`src/pkg/jtl_pkg.sv`:
```
// Shared constants, tables and types for the serial transmit transport and link block
package jtl_pkg;
    localparam int         OCT_W       = 8;
    localparam int         CHR_W       = 10;
    localparam int         BLK_W       = 64;
    localparam int         SH_W        = 2;
    localparam int         LINE_W      = 66;
    localparam int         PAR_W       = 26;
    localparam int         MIX8_W      = 15;
    localparam int         MIX64_W     = 58;
    localparam int         MIX8_TAP_A  = 13;
    localparam int         MIX8_TAP_B  = 14;
    localparam int         MIX64_TAP_A = 38;
    localparam int         MIX64_TAP_B = 57;
    localparam int         MODE_SEL_W  = 4;
    localparam logic [2:0] BLK_LAST    = 3'h7;
    localparam logic [4:0] MB_LAST     = 5'h1f;
    localparam logic [4:0] PILOT_POS   = 5'h1b;
    localparam logic [4:0] PILOT_BITS  = 5'h01;
    localparam logic [1:0] ILAS_LAST   = 2'h3;
    localparam logic [7:0] K_COMMA     = 8'hbc;
    localparam logic [7:0] K_MF_START  = 8'h1c;
    localparam logic [7:0] K_MF_ALIGN  = 8'h7c;
    localparam logic [7:0] FILL_OCTET  = 8'h00;
    localparam logic [SH_W-1:0]  SH_BIT0  = 2'h1;
    localparam logic [SH_W-1:0]  SH_BIT1  = 2'h2;
    // Parity generator over the multiblock payload
    localparam logic [PAR_W-1:0] FEC_POLY = 26'h20004c7;
    localparam logic [5:0] K28_6B      = 6'h0f;
    localparam logic [5:0] D7_6B       = 6'h38;
    localparam logic [3:0] X3_4B       = 4'hc;
    localparam logic [3:0] ALT7_4B     = 4'h7;
    // 5b/6b and 3b/4b codes for negative running disparity, bit a first
    localparam logic [5:0] ENC6 [32] = '{
        6'h27, 6'h1d, 6'h2d, 6'h31, 6'h35, 6'h29, 6'h19, 6'h38,
        6'h39, 6'h25, 6'h15, 6'h34, 6'h0d, 6'h2c, 6'h1c, 6'h17,
        6'h1b, 6'h23, 6'h13, 6'h32, 6'h0b, 6'h2a, 6'h1a, 6'h3a,
        6'h33, 6'h26, 6'h16, 6'h36, 6'h0e, 6'h2e, 6'h1e, 6'h2b};
    localparam logic [3:0] ENC4D [8] = '{4'hb, 4'h9, 4'h5, 4'hc, 4'hd, 4'ha, 4'h6, 4'he};
    localparam logic [3:0] ENC4K [8] = '{4'hb, 4'h6, 4'ha, 4'hc, 4'hd, 4'h5, 4'h9, 4'h7};

    typedef struct packed {
        logic       enc64;
        logic [4:0] f_oct;
        logic [8:0] k_frm;
    } jtl_mode_t;

    typedef struct packed {
        logic              is_block;
        logic [LINE_W-1:0] bits;
    } jtl_lane_t;

    typedef enum logic [2:0] {
        ST_IDLE, ST_CGS, ST_WAIT_LMFC, ST_ILAS, ST_DATA8, ST_DATA64
    } jtl_state_t;

    // Only the two supported line codings exist in the mode table
    function automatic jtl_mode_t jtl_mode_lookup(input logic [MODE_SEL_W-1:0] sel);
        case (sel)
            4'h1:    return '{enc64: 1'b0, f_oct: 5'h04, k_frm: 9'h010};
            4'h2:    return '{enc64: 1'b1, f_oct: 5'h08, k_frm: 9'h020};
            4'h3:    return '{enc64: 1'b1, f_oct: 5'h04, k_frm: 9'h040};
            default: return '{enc64: 1'b0, f_oct: 5'h02, k_frm: 9'h020};
        endcase
    endfunction
endpackage

```
`src/jtl_tx.sv`:
```
// Sample FIFO and serial transmit transport plus 8b/10b and 64b/66b link logic
`timescale 1ns/1ps

module jtl_fifo #(
    parameter int WIDTH = 16,
    parameter int DEPTH = 8
) (
    input  wire logic             i_core_clk,
    input  wire logic             i_rst,
    input  wire logic [WIDTH-1:0] i_data,
    input  wire logic             i_valid,
    output logic                  o_ready,
    output logic [WIDTH-1:0]      o_data,
    output logic                  o_valid,
    input  wire logic             i_ready
);
    localparam int AW = (DEPTH > 1) ? $clog2(DEPTH) : 1;
    localparam logic [AW:0] FULL = (AW + 1)'(DEPTH);

    logic [WIDTH-1:0] mem_q [DEPTH];
    logic [AW-1:0]    wr_q, wr_d, rd_q, rd_d;
    logic [AW:0]      cnt_q, cnt_d;
    logic             rdy_q, rdy_d;
    logic             push, pop;

    always_comb begin
        push  = i_valid && rdy_q;
        pop   = (cnt_q != '0) && i_ready;
        wr_d  = wr_q;
        rd_d  = rd_q;
        if (push) begin
            wr_d = (wr_q == AW'(DEPTH - 1)) ? '0 : wr_q + 1'b1;
        end
        if (pop) begin
            rd_d = (rd_q == AW'(DEPTH - 1)) ? '0 : rd_q + 1'b1;
        end
        cnt_d = cnt_q + (AW + 1)'(push) - (AW + 1)'(pop);
        // Registered ready: full is judged on the next count, so no overrun
        rdy_d = (cnt_d != FULL);
    end

    always_ff @(posedge i_core_clk or posedge i_rst) begin
        if (i_rst) begin
            wr_q  <= '0;
            rd_q  <= '0;
            cnt_q <= '0;
            rdy_q <= 1'b0;
        end else begin
            wr_q  <= wr_d;
            rd_q  <= rd_d;
            cnt_q <= cnt_d;
            rdy_q <= rdy_d;
        end
    end

    always_ff @(posedge i_core_clk) begin
        if (push) begin
            mem_q[wr_q] <= i_data;
        end
    end

    assign o_ready = rdy_q;
    assign o_valid = (cnt_q != '0);
    assign o_data  = mem_q[rd_q];
endmodule

module jtl_tx
    import jtl_pkg::*;
#(
    parameter int SAMPLE_W   = 16,
    parameter int FIFO_DEPTH = 8
) (
    input  wire logic                  i_core_clk,
    input  wire logic                  i_rst,
    input  wire logic [SAMPLE_W-1:0]   i_sample,
    input  wire logic                  i_sample_valid,
    output logic                       o_sample_ready,
    input  wire logic                  i_link_enable,
    input  wire logic [MODE_SEL_W-1:0] i_transport_mode_select,
    input  wire logic                  i_scramble_enable,
    input  wire logic                  i_fec_enable,
    input  wire logic                  i_sync_n,
    input  wire logic                  i_sysref,
    output jtl_lane_t                  o_lane,
    output logic                       o_lane_valid,
    output logic                       o_link_up,
    output logic                       o_mf_edge
);
    localparam int SPO   = SAMPLE_W / OCT_W;
    localparam int SUB_W = (SPO > 1) ? $clog2(SPO) : 1;
    localparam logic [SUB_W-1:0] SUB_LAST = SUB_W'(SPO - 1);

    function automatic logic [CHR_W:0] enc_8b10b(input logic [7:0] d, input logic k,
                                                 input logic rd);
        logic [5:0] c6;
        logic [3:0] c4;
        logic       rd_m;
        logic       alt;
        c6 = k ? K28_6B : ENC6[d[4:0]];
        if (rd && (($countones(c6) != 3) || (c6 == D7_6B))) begin
            c6 = ~c6;
        end
        rd_m = ($countones(c6) == 3) ? rd : ~rd;
        alt  = k || (!rd_m && (d[4:0] == 5'h11 || d[4:0] == 5'h12 || d[4:0] == 5'h14))
                 || (rd_m && (d[4:0] == 5'h0b || d[4:0] == 5'h0d || d[4:0] == 5'h0e));
        c4 = k ? ENC4K[d[7:5]] : ENC4D[d[7:5]];
        if (d[7:5] == 3'h7 && alt) begin
            c4 = ALT7_4B;
        end
        if (rd_m && (($countones(c4) != 2) || k || (c4 == X3_4B))) begin
            c4 = ~c4;
        end
        return {(($countones(c4) == 2) ? rd_m : ~rd_m), c6, c4};
    endfunction

    // Self-synchronous: state is the last scrambled bits, so no seed is sent
    function automatic logic [MIX8_W+OCT_W-1:0] mix8(input logic [7:0] d,
                                                     input logic [MIX8_W-1:0] s);
        logic [MIX8_W-1:0] st;
        logic [7:0]        o;
        st = s;
        for (int i = OCT_W - 1; i >= 0; i--) begin
            o[i] = d[i] ^ st[MIX8_TAP_A] ^ st[MIX8_TAP_B];
            st   = {st[MIX8_W-2:0], o[i]};
        end
        return {st, o};
    endfunction

    function automatic logic [MIX64_W+BLK_W-1:0] mix64(input logic [BLK_W-1:0] d,
                                                       input logic [MIX64_W-1:0] s);
        logic [MIX64_W-1:0] st;
        logic [BLK_W-1:0]   o;
        st = s;
        for (int i = BLK_W - 1; i >= 0; i--) begin
            o[i] = d[i] ^ st[MIX64_TAP_A] ^ st[MIX64_TAP_B];
            st   = {st[MIX64_W-2:0], o[i]};
        end
        return {st, o};
    endfunction

    function automatic logic [PAR_W-1:0] fec_fold(input logic [PAR_W-1:0] acc,
                                                  input logic [BLK_W-1:0] d);
        logic [PAR_W-1:0] a;
        logic             fb;
        a = acc;
        for (int i = BLK_W - 1; i >= 0; i--) begin
            fb = a[PAR_W-1] ^ d[i];
            a  = {a[PAR_W-2:0], 1'b0} ^ (fb ? FEC_POLY : '0);
        end
        return a;
    endfunction

    jtl_state_t         state_q, state_d;
    jtl_mode_t          mode_q, mode_d;
    logic               mix_en_q, mix_en_d, fec_q, fec_d;
    logic               sync_q, sysref_q, rd_q, rd_d;
    logic [4:0]         oct_q, oct_d, blk_q, blk_d;
    logic [8:0]         frm_q, frm_d;
    logic [2:0]         bo_q, bo_d;
    logic [1:0]         mf_q, mf_d;
    logic [SUB_W-1:0]   sub_q, sub_d;
    logic [MIX8_W-1:0]  m8_q, m8_d;
    logic [MIX64_W-1:0] m64_q, m64_d;
    logic [BLK_W-1:0]   acc_q, acc_d;
    logic [PAR_W-1:0]   pacc_q, pacc_d, phold_q, phold_d;
    jtl_lane_t          lane_q, lane_d;
    logic               lv_q, lv_d, up_q, up_d, edge_q, edge_d;

    logic [SAMPLE_W-1:0]        f_data;
    logic                       f_valid, f_pop, take;
    logic                       frame_end, mf_end, mb_end, sysref_rise, hb;
    logic [7:0]                 octet, ch;
    logic                       is_k, emit8;
    logic [CHR_W:0]             code;
    logic [MIX8_W+OCT_W-1:0]    m8_res;
    logic [MIX64_W+BLK_W-1:0]   m64_res;
    logic [PAR_W-1:0]           fold;

    jtl_fifo #(
        .WIDTH (SAMPLE_W),
        .DEPTH (FIFO_DEPTH)
    ) u_fifo (
        .i_core_clk (i_core_clk),
        .i_rst      (i_rst),
        .i_data     (i_sample),
        .i_valid    (i_sample_valid),
        .o_ready    (o_sample_ready),
        .o_data     (f_data),
        .o_valid    (f_valid),
        .i_ready    (f_pop)
    );

    always_comb begin
        state_d  = state_q;
        mode_d   = mode_q;
        mix_en_d = mix_en_q;
        fec_d    = fec_q;
        if (!i_link_enable) begin
            mode_d   = jtl_mode_lookup(i_transport_mode_select);
            mix_en_d = i_scramble_enable;
            fec_d    = i_fec_enable;
        end
        sysref_rise = i_sysref && !sysref_q;
        frame_end   = (oct_q == mode_q.f_oct - 5'h01);
        mf_end      = frame_end && (frm_q == mode_q.k_frm - 9'h001);
        mb_end      = (bo_q == BLK_LAST) && (blk_q == MB_LAST);
        // One counter set serves the single lane of the link
        oct_d = frame_end ? '0 : oct_q + 5'h01;
        frm_d = mf_end ? '0 : (frame_end ? frm_q + 9'h001 : frm_q);
        bo_d  = bo_q + 3'h1;
        blk_d = (bo_q == BLK_LAST) ? blk_q + 5'h01 : blk_q;
        if (!i_link_enable || sysref_rise) begin
            oct_d = '0;
            frm_d = '0;
            bo_d  = '0;
            blk_d = '0;
        end

        // Transport: samples leave the FIFO as octets, high octet first
        take   = (state_q == ST_DATA8) || (state_q == ST_DATA64);
        octet  = f_valid ? f_data[SAMPLE_W-1-OCT_W*int'(sub_q) -: OCT_W] : FILL_OCTET;
        f_pop  = take && f_valid && (sub_q == SUB_LAST);
        sub_d  = (take && f_valid) ? ((sub_q == SUB_LAST) ? '0 : sub_q + 1'b1) : sub_q;

        // 8b/10b character path
        ch     = K_COMMA;
        is_k   = 1'b1;
        emit8  = (state_q == ST_CGS) || (state_q == ST_WAIT_LMFC) ||
                 (state_q == ST_ILAS) || (state_q == ST_DATA8);
        m8_res = mix8(octet, m8_q);
        m8_d   = m8_q;
        mf_d   = mf_q;
        if (state_q == ST_ILAS) begin
            // Alignment sequence stays plain so the receiver can find boundaries
            is_k = (oct_q == '0 && frm_q == '0) || mf_end;
            ch   = (oct_q == '0 && frm_q == '0) ? K_MF_START :
                   (mf_end ? K_MF_ALIGN : 8'(oct_q));
            mf_d = mf_end ? mf_q + 2'h1 : mf_q;
        end else if (state_q == ST_DATA8) begin
            is_k = 1'b0;
            ch   = mix_en_q ? m8_res[OCT_W-1:0] : octet;
            m8_d = mix_en_q ? m8_res[MIX8_W+OCT_W-1:OCT_W] : m8_q;
        end
        code = enc_8b10b(ch, is_k, rd_q);
        rd_d = emit8 ? code[CHR_W] : rd_q;

        // 64b/66b block path, scrambling unconditional here
        acc_d   = {acc_q[BLK_W-OCT_W-1:0], octet};
        m64_res = mix64(acc_d, m64_q);
        fold    = fec_fold(pacc_q, m64_res[BLK_W-1:0]);
        m64_d   = m64_q;
        pacc_d  = pacc_q;
        phold_d = phold_q;
        // Header stream holds only parity and pilot; no command or CRC bits
        // Parity is one bit shorter than the 27 header slots before the pilot; the spare slot sends zero
        if (blk_q < 5'(PAR_W)) begin
            hb = fec_q && phold_q[PAR_W-1-int'(blk_q)];
        end else if (blk_q < PILOT_POS) begin
            hb = 1'b0;
        end else begin
            hb = PILOT_BITS[int'(MB_LAST)-int'(blk_q)];
        end
        lane_d = '{is_block: 1'b0, bits: LINE_W'(code[CHR_W-1:0])};
        lv_d   = emit8;
        if (state_q == ST_DATA64) begin
            lv_d = (bo_q == BLK_LAST);
            lane_d = '{is_block: 1'b1, bits: {(hb ? SH_BIT1 : SH_BIT0), m64_res[BLK_W-1:0]}};
            if (bo_q == BLK_LAST) begin
                m64_d  = m64_res[MIX64_W+BLK_W-1:BLK_W];
                pacc_d = mb_end ? '0 : fold;
                if (mb_end) begin
                    phold_d = fec_q ? fold : '0;
                end
            end
        end

        case (state_q)
            ST_IDLE:      state_d = mode_q.enc64 ? ST_DATA64 : ST_CGS;
            ST_CGS:       if (i_sync_n && !sync_q) state_d = ST_WAIT_LMFC;
            ST_WAIT_LMFC: if (mf_end) state_d = ST_ILAS;
            ST_ILAS:      if (mf_end && mf_q == ILAS_LAST) state_d = ST_DATA8;
            ST_DATA8:     state_d = ST_DATA8;
            ST_DATA64:    state_d = ST_DATA64;
            default:      state_d = ST_IDLE;
        endcase
        if ((state_q == ST_WAIT_LMFC || state_q == ST_ILAS || state_q == ST_DATA8)
            && !i_sync_n) begin
            state_d = ST_CGS;
        end
        if (state_d != ST_ILAS) begin
            mf_d = '0;
        end
        if (!i_link_enable) begin
            state_d = ST_IDLE;
            lv_d    = 1'b0;
        end
        up_d   = (state_d == ST_DATA8) || (state_d == ST_DATA64);
        edge_d = i_link_enable && (mode_q.enc64 ? mb_end : mf_end);
    end

    always_ff @(posedge i_core_clk or posedge i_rst) begin
        if (i_rst) begin
            state_q  <= ST_IDLE;
            mode_q   <= '0;
            mix_en_q <= 1'b0;
            fec_q    <= 1'b0;
            sync_q   <= 1'b0;
            sysref_q <= 1'b0;
            rd_q     <= 1'b0;
            oct_q    <= '0;
            frm_q    <= '0;
            bo_q     <= '0;
            blk_q    <= '0;
            mf_q     <= '0;
            sub_q    <= '0;
            m8_q     <= '0;
            m64_q    <= '0;
            acc_q    <= '0;
            pacc_q   <= '0;
            phold_q  <= '0;
            lane_q   <= '0;
            lv_q     <= 1'b0;
            up_q     <= 1'b0;
            edge_q   <= 1'b0;
        end else begin
            state_q  <= state_d;
            mode_q   <= mode_d;
            mix_en_q <= mix_en_d;
            fec_q    <= fec_d;
            sync_q   <= i_sync_n;
            sysref_q <= i_sysref;
            rd_q     <= rd_d;
            oct_q    <= oct_d;
            frm_q    <= frm_d;
            bo_q     <= bo_d;
            blk_q    <= blk_d;
            mf_q     <= mf_d;
            sub_q    <= sub_d;
            m8_q     <= m8_d;
            m64_q    <= m64_d;
            acc_q    <= acc_d;
            pacc_q   <= pacc_d;
            phold_q  <= phold_d;
            lane_q   <= lane_d;
            lv_q     <= lv_d;
            up_q     <= up_d;
            edge_q   <= edge_d;
        end
    end

    assign o_lane       = lane_q;
    assign o_lane_valid = lv_q;
    assign o_link_up    = up_q;
    assign o_mf_edge    = edge_q;
endmodule

```
`config.mk`:
```
export PLATFORM = sky130hd
export DESIGN_NAME = jtl_tx
export DESIGN_NICKNAME = d
export VERILOG_FILES = /design/src/pkg/jtl_pkg.sv /design/src/jtl_tx.sv
export SDC_FILE = /design/constraint.sdc
export NUM_CORES = 1
export LEC_CHECK = 0
export BUFFER_PORTS_ARGS = -buffer_cell sky130_fd_sc_hd__buf_2
export CAP_MARGIN = 30
export CORE_UTILIZATION = 45
export CTS_CLUSTER_DIAMETER = 50
export CTS_CLUSTER_SIZE = 30
export DETAILED_ROUTE_END_ITERATION = 8
export PLACE_DENSITY = 0.61
export RECOVER_POWER = 25
export SYNTH_ARGS = -nofsm -noshare
export SYNTH_HDL_FRONTEND = slang
export SYNTH_SLANG_ARGS = --single-unit
```
`constraint.sdc`:
```
create_clock -name i_core_clk -period 14.2 [get_ports i_core_clk]
set_clock_uncertainty 0.1 [all_clocks]
set_input_delay 0.71 -clock i_core_clk [delete_from_list [all_inputs] [get_ports i_core_clk]]
set_output_delay 0.71 -clock i_core_clk [all_outputs]
set_load 0.02 [all_outputs]
```
==> results of run 1 <==
registers in the layout, summed over array words and instances (netlist names), 2 cells and up:
register / count
u_fifo.mem_q: 128
frm_q: 9
blk_q: 5
phold_q: 26
oct_q: 5
o_lane: 67
m64_q: 58
u_fifo.wr_q: 3
u_fifo.cnt_q: 4
mode_q: 7
pacc_q: 26
u_fifo.rd_q: 3
state_q: 3
acc_q: 56
bo_q: 3
m8_q: 15
mf_q: 2
what timing repair did:
item	4_1_cts	5_1_grt
hold buffers	0	1
buffers inserted	0	0
hold endpoints to repair	0	8
final cells by class:
class / count / area, µm² / share of cell area [%]
Clock inverter: 28 / 363 / 1.40
Sequential cell: 430 / 11400 / 44.1
Antenna cell: 1 / 2.50 / 0.00968
Timing Repair Buffer: 121 / 727 / 2.81
Tap cell: 672 / 841 / 3.25
Clock buffer: 50 / 1130 / 4.38
Multi-Input combinational cell: 1246 / 11200 / 43.2
Inverter: 55 / 208 / 0.804
stage by stage:
step                utilization [%]  hold slack [ns]  cell area, µm²  setup slack [ns]
CTS                            51.4            0.124           25800              2.18
finish                         51.4            0.156           25800              2.16
floorplan                         -            0.264           22900              1.73
global route                   51.4            0.147           25800              1.10
detailed placement             48.4            0.279           24300              2.18
global placement               48.2            0.278           24200              2.19
worst min path at each step:
stage | end | start | cells after the start | slack (ns)
after floorplan | acc_q[38] | acc_q[30] | 0 | 0.26
after global placement | acc_q[37] | acc_q[29] | 0 | 0.28
after detailed placement | acc_q[35] | acc_q[27] | 0 | 0.28
after CTS | sysref_q | i_sysref | 1 | 0.12
after global routing | sysref_q | i_sysref | 1 | 0.15
final | sysref_q | i_sysref | 1 | 0.16
kinds of logic (layout without fill, tap and decap cells):
group                      after synthesis  after routing
AOI/OAI and AO/OA                      208            208
xor gates and xnor gates               558            558
adders and majority gates               50             50
buffers and inverters                  109            254
DFF                                    430            430
muxes                                   78             78
other                                    0              1
and+or+nand+nor                        352            352
critical path: cells and delay by family (launching register included):
kind | cells | cell delay [ns]
adder cells (fa/ha/maj) | 16 | 5.09
multiplexers | 1 | 0.34
AO/OA/AOI/OAI | 11 | 2.81
XOR/XNOR | 4 | 0.87
flip-flops | 1 | 0.40
AND/OR/NAND/NOR | 11 | 1.59
buffers and inverters | 7 | 0.73
layout by cell type, fill, tap and decap left out, types with 16 or more instances in the layout:
| cell type | instances |
|---|---|
| buf_2 | 79 |
| xor2_1 | 132 |
| nor2_1 | 101 |
| nand2_1 | 178 |
| mux2_2 | 21 |
| o21ai_0 | 147 |
| clkbuf_16 | 43 |
| xnor3_1 | 78 |
| dfrtp_1 | 301 |
| clkbuf_1 | 25 |
| inv_1 | 53 |
| edfxtp_1 | 128 |
| ha_1 | 43 |
| mux4_2 | 45 |
| nand3_1 | 16 |
| xnor2_1 | 309 |
routing by layer:
metal / track usage (%) / part of all wire (%) / up-vias / routed length [µm]
met4: 8.42 / 3.3 / 0 / 1880
met2: 36.3 / 48 / 299 / 27300
met5: 0 / 0 / - / 0
met3: 3.45 / 4.3 / 81 / 2400
li1: - / - / 6292 / -
met1: 29.7 / 44 / 6815 / 24700
==> results.json, run 1 <==
{
  "status": "finished with violations",
  "violations": "max-capacitance violations, max-slew violations",
  "synth_area_leaders": "dfrtp_1 33%, edfxtp_1 17%, xnor2_1 12%, xnor3_1 7.7%, xor2_1 5.0%",
  "post-route-drc-count": 0,
  "area_growth_pct": 12.6,
  "timing.rr.start": "mode_q[4]",
  "setup_viol": 0,
  "grt_max_degree": 167,
  "ys.flop_type": "dfrtp_1",
  "crit_type": "reg -> reg",
  "crit_required_ns": 14.61,
  "clk_pin_slew_worst_paths_ns": 0.06,
  "yosysMostFrequentCell": "xnor2_1",
  "overflow": 0,
  "drtIter0Drc": 861,
  "cts_tree": "done",
  "critPathLaunch": "mode_q[4]",
  "via_per_inst": 5.18,
  "synth_cell_type_count": 59,
  "vias": 13500,
  "totalNegativeSetupSlack_ns": 0,
  "min_period_ns": 12.04,
  "place.port_buffers": 98,
  "fmax_mhz": 83.1,
  "slowest_delay_ns": 0.91,
  "wirelength_mm": 56.3,
  "critPathMaxFanout": 15,
  "drive_above_1_share_pct": 14.7,
  "start_util_pct": 45.6,
  "yosysTopAreaCell": "dfrtp_1",
  "synth-xor-area-share_pct": 28.1,
  "drtAntennaViolNets": 0,
  "hold_viol": 0,
  "synth_edf_count": 128,
  "r2r_cells": 50,
  "maxCapViolCount": 1,
  "synthTopCellsByCount": "309 x xnor2_1, 302 x dfrtp_1, 180 x nand2_1, 147 x o21ai_0, 132 x xor2_1",
  "slew_violations": 129,
  "instances_no_fill": 2603,
  "drtPass1Iterations": 5,
  "hpwlAfterDp_mm": 41.6,
  "timing.final.crit_share_pct": 84.8,
  "htreeDepth": 2,
  "avgSynthCellArea_um2": 12.9,
  "synth_async_sr_flop_share_pct": 70.2,
  "grt_pass1_vias": 14000,
  "num_rows": 82,
  "hp-class": "in -> reg",
  "cts.repair.resized": 0,
  "die_height_um": 228,
  "synthMuxAreaShare_pct": 5.97,
  "ys_warn_count": 0,
  "worstSetupStartpointType": "register",
  "die_area_um2": 51900,
  "synth_compound_area_share_pct": 5.08,
  "rsz0062_at_grt": "no",
  "syn_inst": 1785,
  "critPathCapture": "rd_q",
  "fillers": 4342,
  "cpMaxStageDelayCell": "a2bb2oi_1",
  "antenna_found_initial": 2,
  "crit_top_cell": "ha_1",
  "grt_usage_pct": 22.1,
  "io_pins": 99,
  "cts_buffers": 43,
  "grt_pass1_wl_mm": 86.2,
  "cp-end-kind": "register",
  "synth_top_family_by_area": "XOR/XNOR gates",
  "worst_slew_pin_slew_ns": 6.67,
  "cts_num_sinks": 430,
  "synth_top_area_share_pct": 32.9,
  "yosysSeqAreaShare_pct": 49.7,
  "core-area_um2": 50300,
  "clockRootBuffer": "clkbuf_16",
  "rrSetupSlack_ns": 2.16,
  "nets": 1975,
  "netlist_area_um2": 22900,
  "clock_latency_ns": 0.59,
  "die_x_um": 228,
  "syn-num-nets": 1863,
  "wl_per_cell_um": 21.6,
  "slew_headroom_pct": -344,
  "synthAdderAreaFrac_pct": 2.96,
  "critPathArrivalTime_ns": 12.44,
  "synth_simple_gate_area_share_pct": 6.46,
  "r2r-end": "rd_q",
  "synth_seq_cells": 430,
  "gp_congestion": 0.883,
  "clk_path_buf_depth": 3,
  "dpl.cell_count": 2521
}
Power of run 1 is left out: the tool's default activity adds up to more than one toggle a clock period on the data nets, which glitch-free logic cannot reach.
==> run 2, diff against run 1 <==
- clock period: 14.2 -> 12.1 ns (I/O delays scaled with it)
==> run 2 against run 1 <==
  * The run still ends with max-capacitance violations, max-slew violations left
  * Routed wire length grew 0.58%
  * Design area increased by 1.3%
  * Via count grew 1.2%
  * Global-route usage is 0.23 points higher
  * Register-to-register slack got worse by 1.3 ns
  * Die area did not move
==> results.json, run 2 (synthesized netlist as in run 1, its figures left out) <==
{
  "place.port_buffers": 98,
  "cts_num_sinks": 430,
  "cp-end-kind": "register",
  "nets": 1992,
  "min_from": "i_sysref",
  "gp_congestion": 0.906,
  "clock_latency_ns": 0.61,
  "grt_pass1_vias": 14200,
  "crit_type": "reg -> reg",
  "cts_buffers": 44,
  "regMostFlops": "u_fifo.mem_q",
  "fmax_mhz": 89.3,
  "critPathArrivalTime_ns": 11.60,
  "crit_required_ns": 12.51,
  "hpwlAfterDp_mm": 41.9,
  "slew_headroom_pct": -105,
  "antenna_found_initial": 1,
  "clk_path_buf_depth": 3,
  "area_growth_pct": 14.1,
  "clockRootBuffer": "clkbuf_16",
  "worst_slew_pin_slew_ns": 3.07,
  "hp-class": "in -> reg",
  "crit_top_cell": "ha_1",
  "fillers": 4333,
  "start_util_pct": 45.6,
  "grt_pass1_wl_mm": 87.6,
  "final_common_cell": "xnor2_1",
  "violations": "max-capacitance violations, max-slew violations",
  "status": "finished with violations",
  "die_area_um2": 51900,
  "timing.final.crit_share_pct": 92.5,
  "min_to": "sysref_q",
  "timing.rr.start": "u_fifo.rd_q[0]",
  "clk_pin_slew_worst_paths_ns": 0.08,
  "r2r-end": "rd_q",
  "drtAntennaViolNets": 0,
  "slew_violations": 69,
  "slowest_delay_ns": 0.59,
  "core-area_um2": 50300,
  "rrSetupSlack_ns": 0.90,
  "final_cell_mix": "308 x xnor2_1, 301 x dfrtp_1, 178 x nand2_1",
  "setup_viol": 0,
  "num_rows": 82,
  "worstSetupStartpointType": "register",
  "cts_tree": "done",
  "critPathLaunch": "u_fifo.rd_q[0]",
  "maxCapViolCount": 1,
  "vias": 13700,
  "hold_viol": 0,
  "rsz0062_at_grt": "no",
  "totalNegativeSetupSlack_ns": 0,
  "largest_reg_flops": 128,
  "wl_per_cell_um": 21.6,
  "wirelength_mm": 56.6,
  "grt_max_degree": 171,
  "drtIter0Drc": 1078,
  "hold_depth": 1,
  "critPathMaxFanout": 21,
  "grt_usage_pct": 22.4,
  "n_antenna_cell": 0,
  "r2r_cells": 51,
  "io_pins": 99,
  "via_per_inst": 5.21,
  "htreeDepth": 2,
  "min_period_ns": 11.20,
  "drive_above_1_share_pct": 16.1,
  "die_x_um": 228,
  "die_height_um": 228,
  "drtPass1Iterations": 5,
  "cpMaxStageDelayCell": "fa_1",
  "overflow": 0,
  "post-route-drc-count": 0
}
-- run 2: changes by cell type in the layout (fill, tap and decap cells not counted), sizes merged --
| cell | previous run | this run |
|---|---|---|
| buf | 99 | 117 |
| bufinv | 6 | 4 |
| clkbuf | 71 | 64 |
| clkinv | 12 | 15 |
| clkinvlp | 7 | 3 |
| diode | 1 | 0 |
| inv | 58 | 70 |
-- run 2: stage by stage --
| step | std cells | setup WS [ns] | hold slack [ns] | util, % | cell area [µm²] |
|---|---|---|---|---|---|
| 6_report | 2622 | 0.902 | 0.0381 | 52.1 | 26200 |
| 3_5_place_dp | 2529 | 0.308 | 0.278 | 48.4 | 24400 |
| 5_1_grt | 2622 | 0.0304 | 0.0315 | 52.1 | 26200 |
| 3_3_place_gp | 2527 | 0.675 | 0.276 | 48.4 | 24300 |
| 2_1_floorplan | 1785 | 0.139 | 0.264 | - | 23000 |
| 4_1_cts | 2611 | 0.272 | 0.0117 | 51.8 | 26100 |
-- run 2: critical path: cells and delay by family (launching register included) --
family | cells | cell delay, ns
buf+inv | 9 | 1.24
simple gates | 9 | 0.97
fa+ha+maj | 14 | 4.71
compound gates | 12 | 1.94
flops | 1 | 0.51
mux | 3 | 1.14
xor+xnor | 4 | 0.52
-- run 2: worst max-delay path by stage --
stage / slack, ns / to
2_1_floorplan: 0.14 / rd_q
3_3_place_gp: 0.68 / rd_q
3_5_place_dp: 0.31 / rd_q
4_1_cts: 0.27 / rd_q
5_1_grt: 0.03 / rd_q
6_report: 0.90 / rd_q
-- run 2: layout make-up --
cell class                 instances  area [µm²]  area share, %
sequential                       430       11400           43.5
multi-input combinational       1246       11200           42.7
clock buffer                      45        1110           4.26
timing repair buffer             137         843           3.22
tap                              672         841           3.21
clock inverter                    37         591           2.26
inverter                          55         208          0.793
-- run 2: repair_timing --
item                                    in CTS  in global routing
endpoints found under the setup margin       0                  4
hold buffers                                 0                  1
buffers inserted                             0                  8
gates resized for setup                      0                  7
hold endpoints to repair                     0                 37
-- run 2: per-layer routing --
layer / routed length [µm] / vias to the layer above / track usage (%)
li1: - / 6343 / -
met2: 28300 / 270 / 38.1
met1: 24800 / 6967 / 30.3
met4: 1460 / 0 / 6.42
met3: 2060 / 74 / 2.53
met5: 0 / - / 0
Power of run 2 is left out for the same reason.
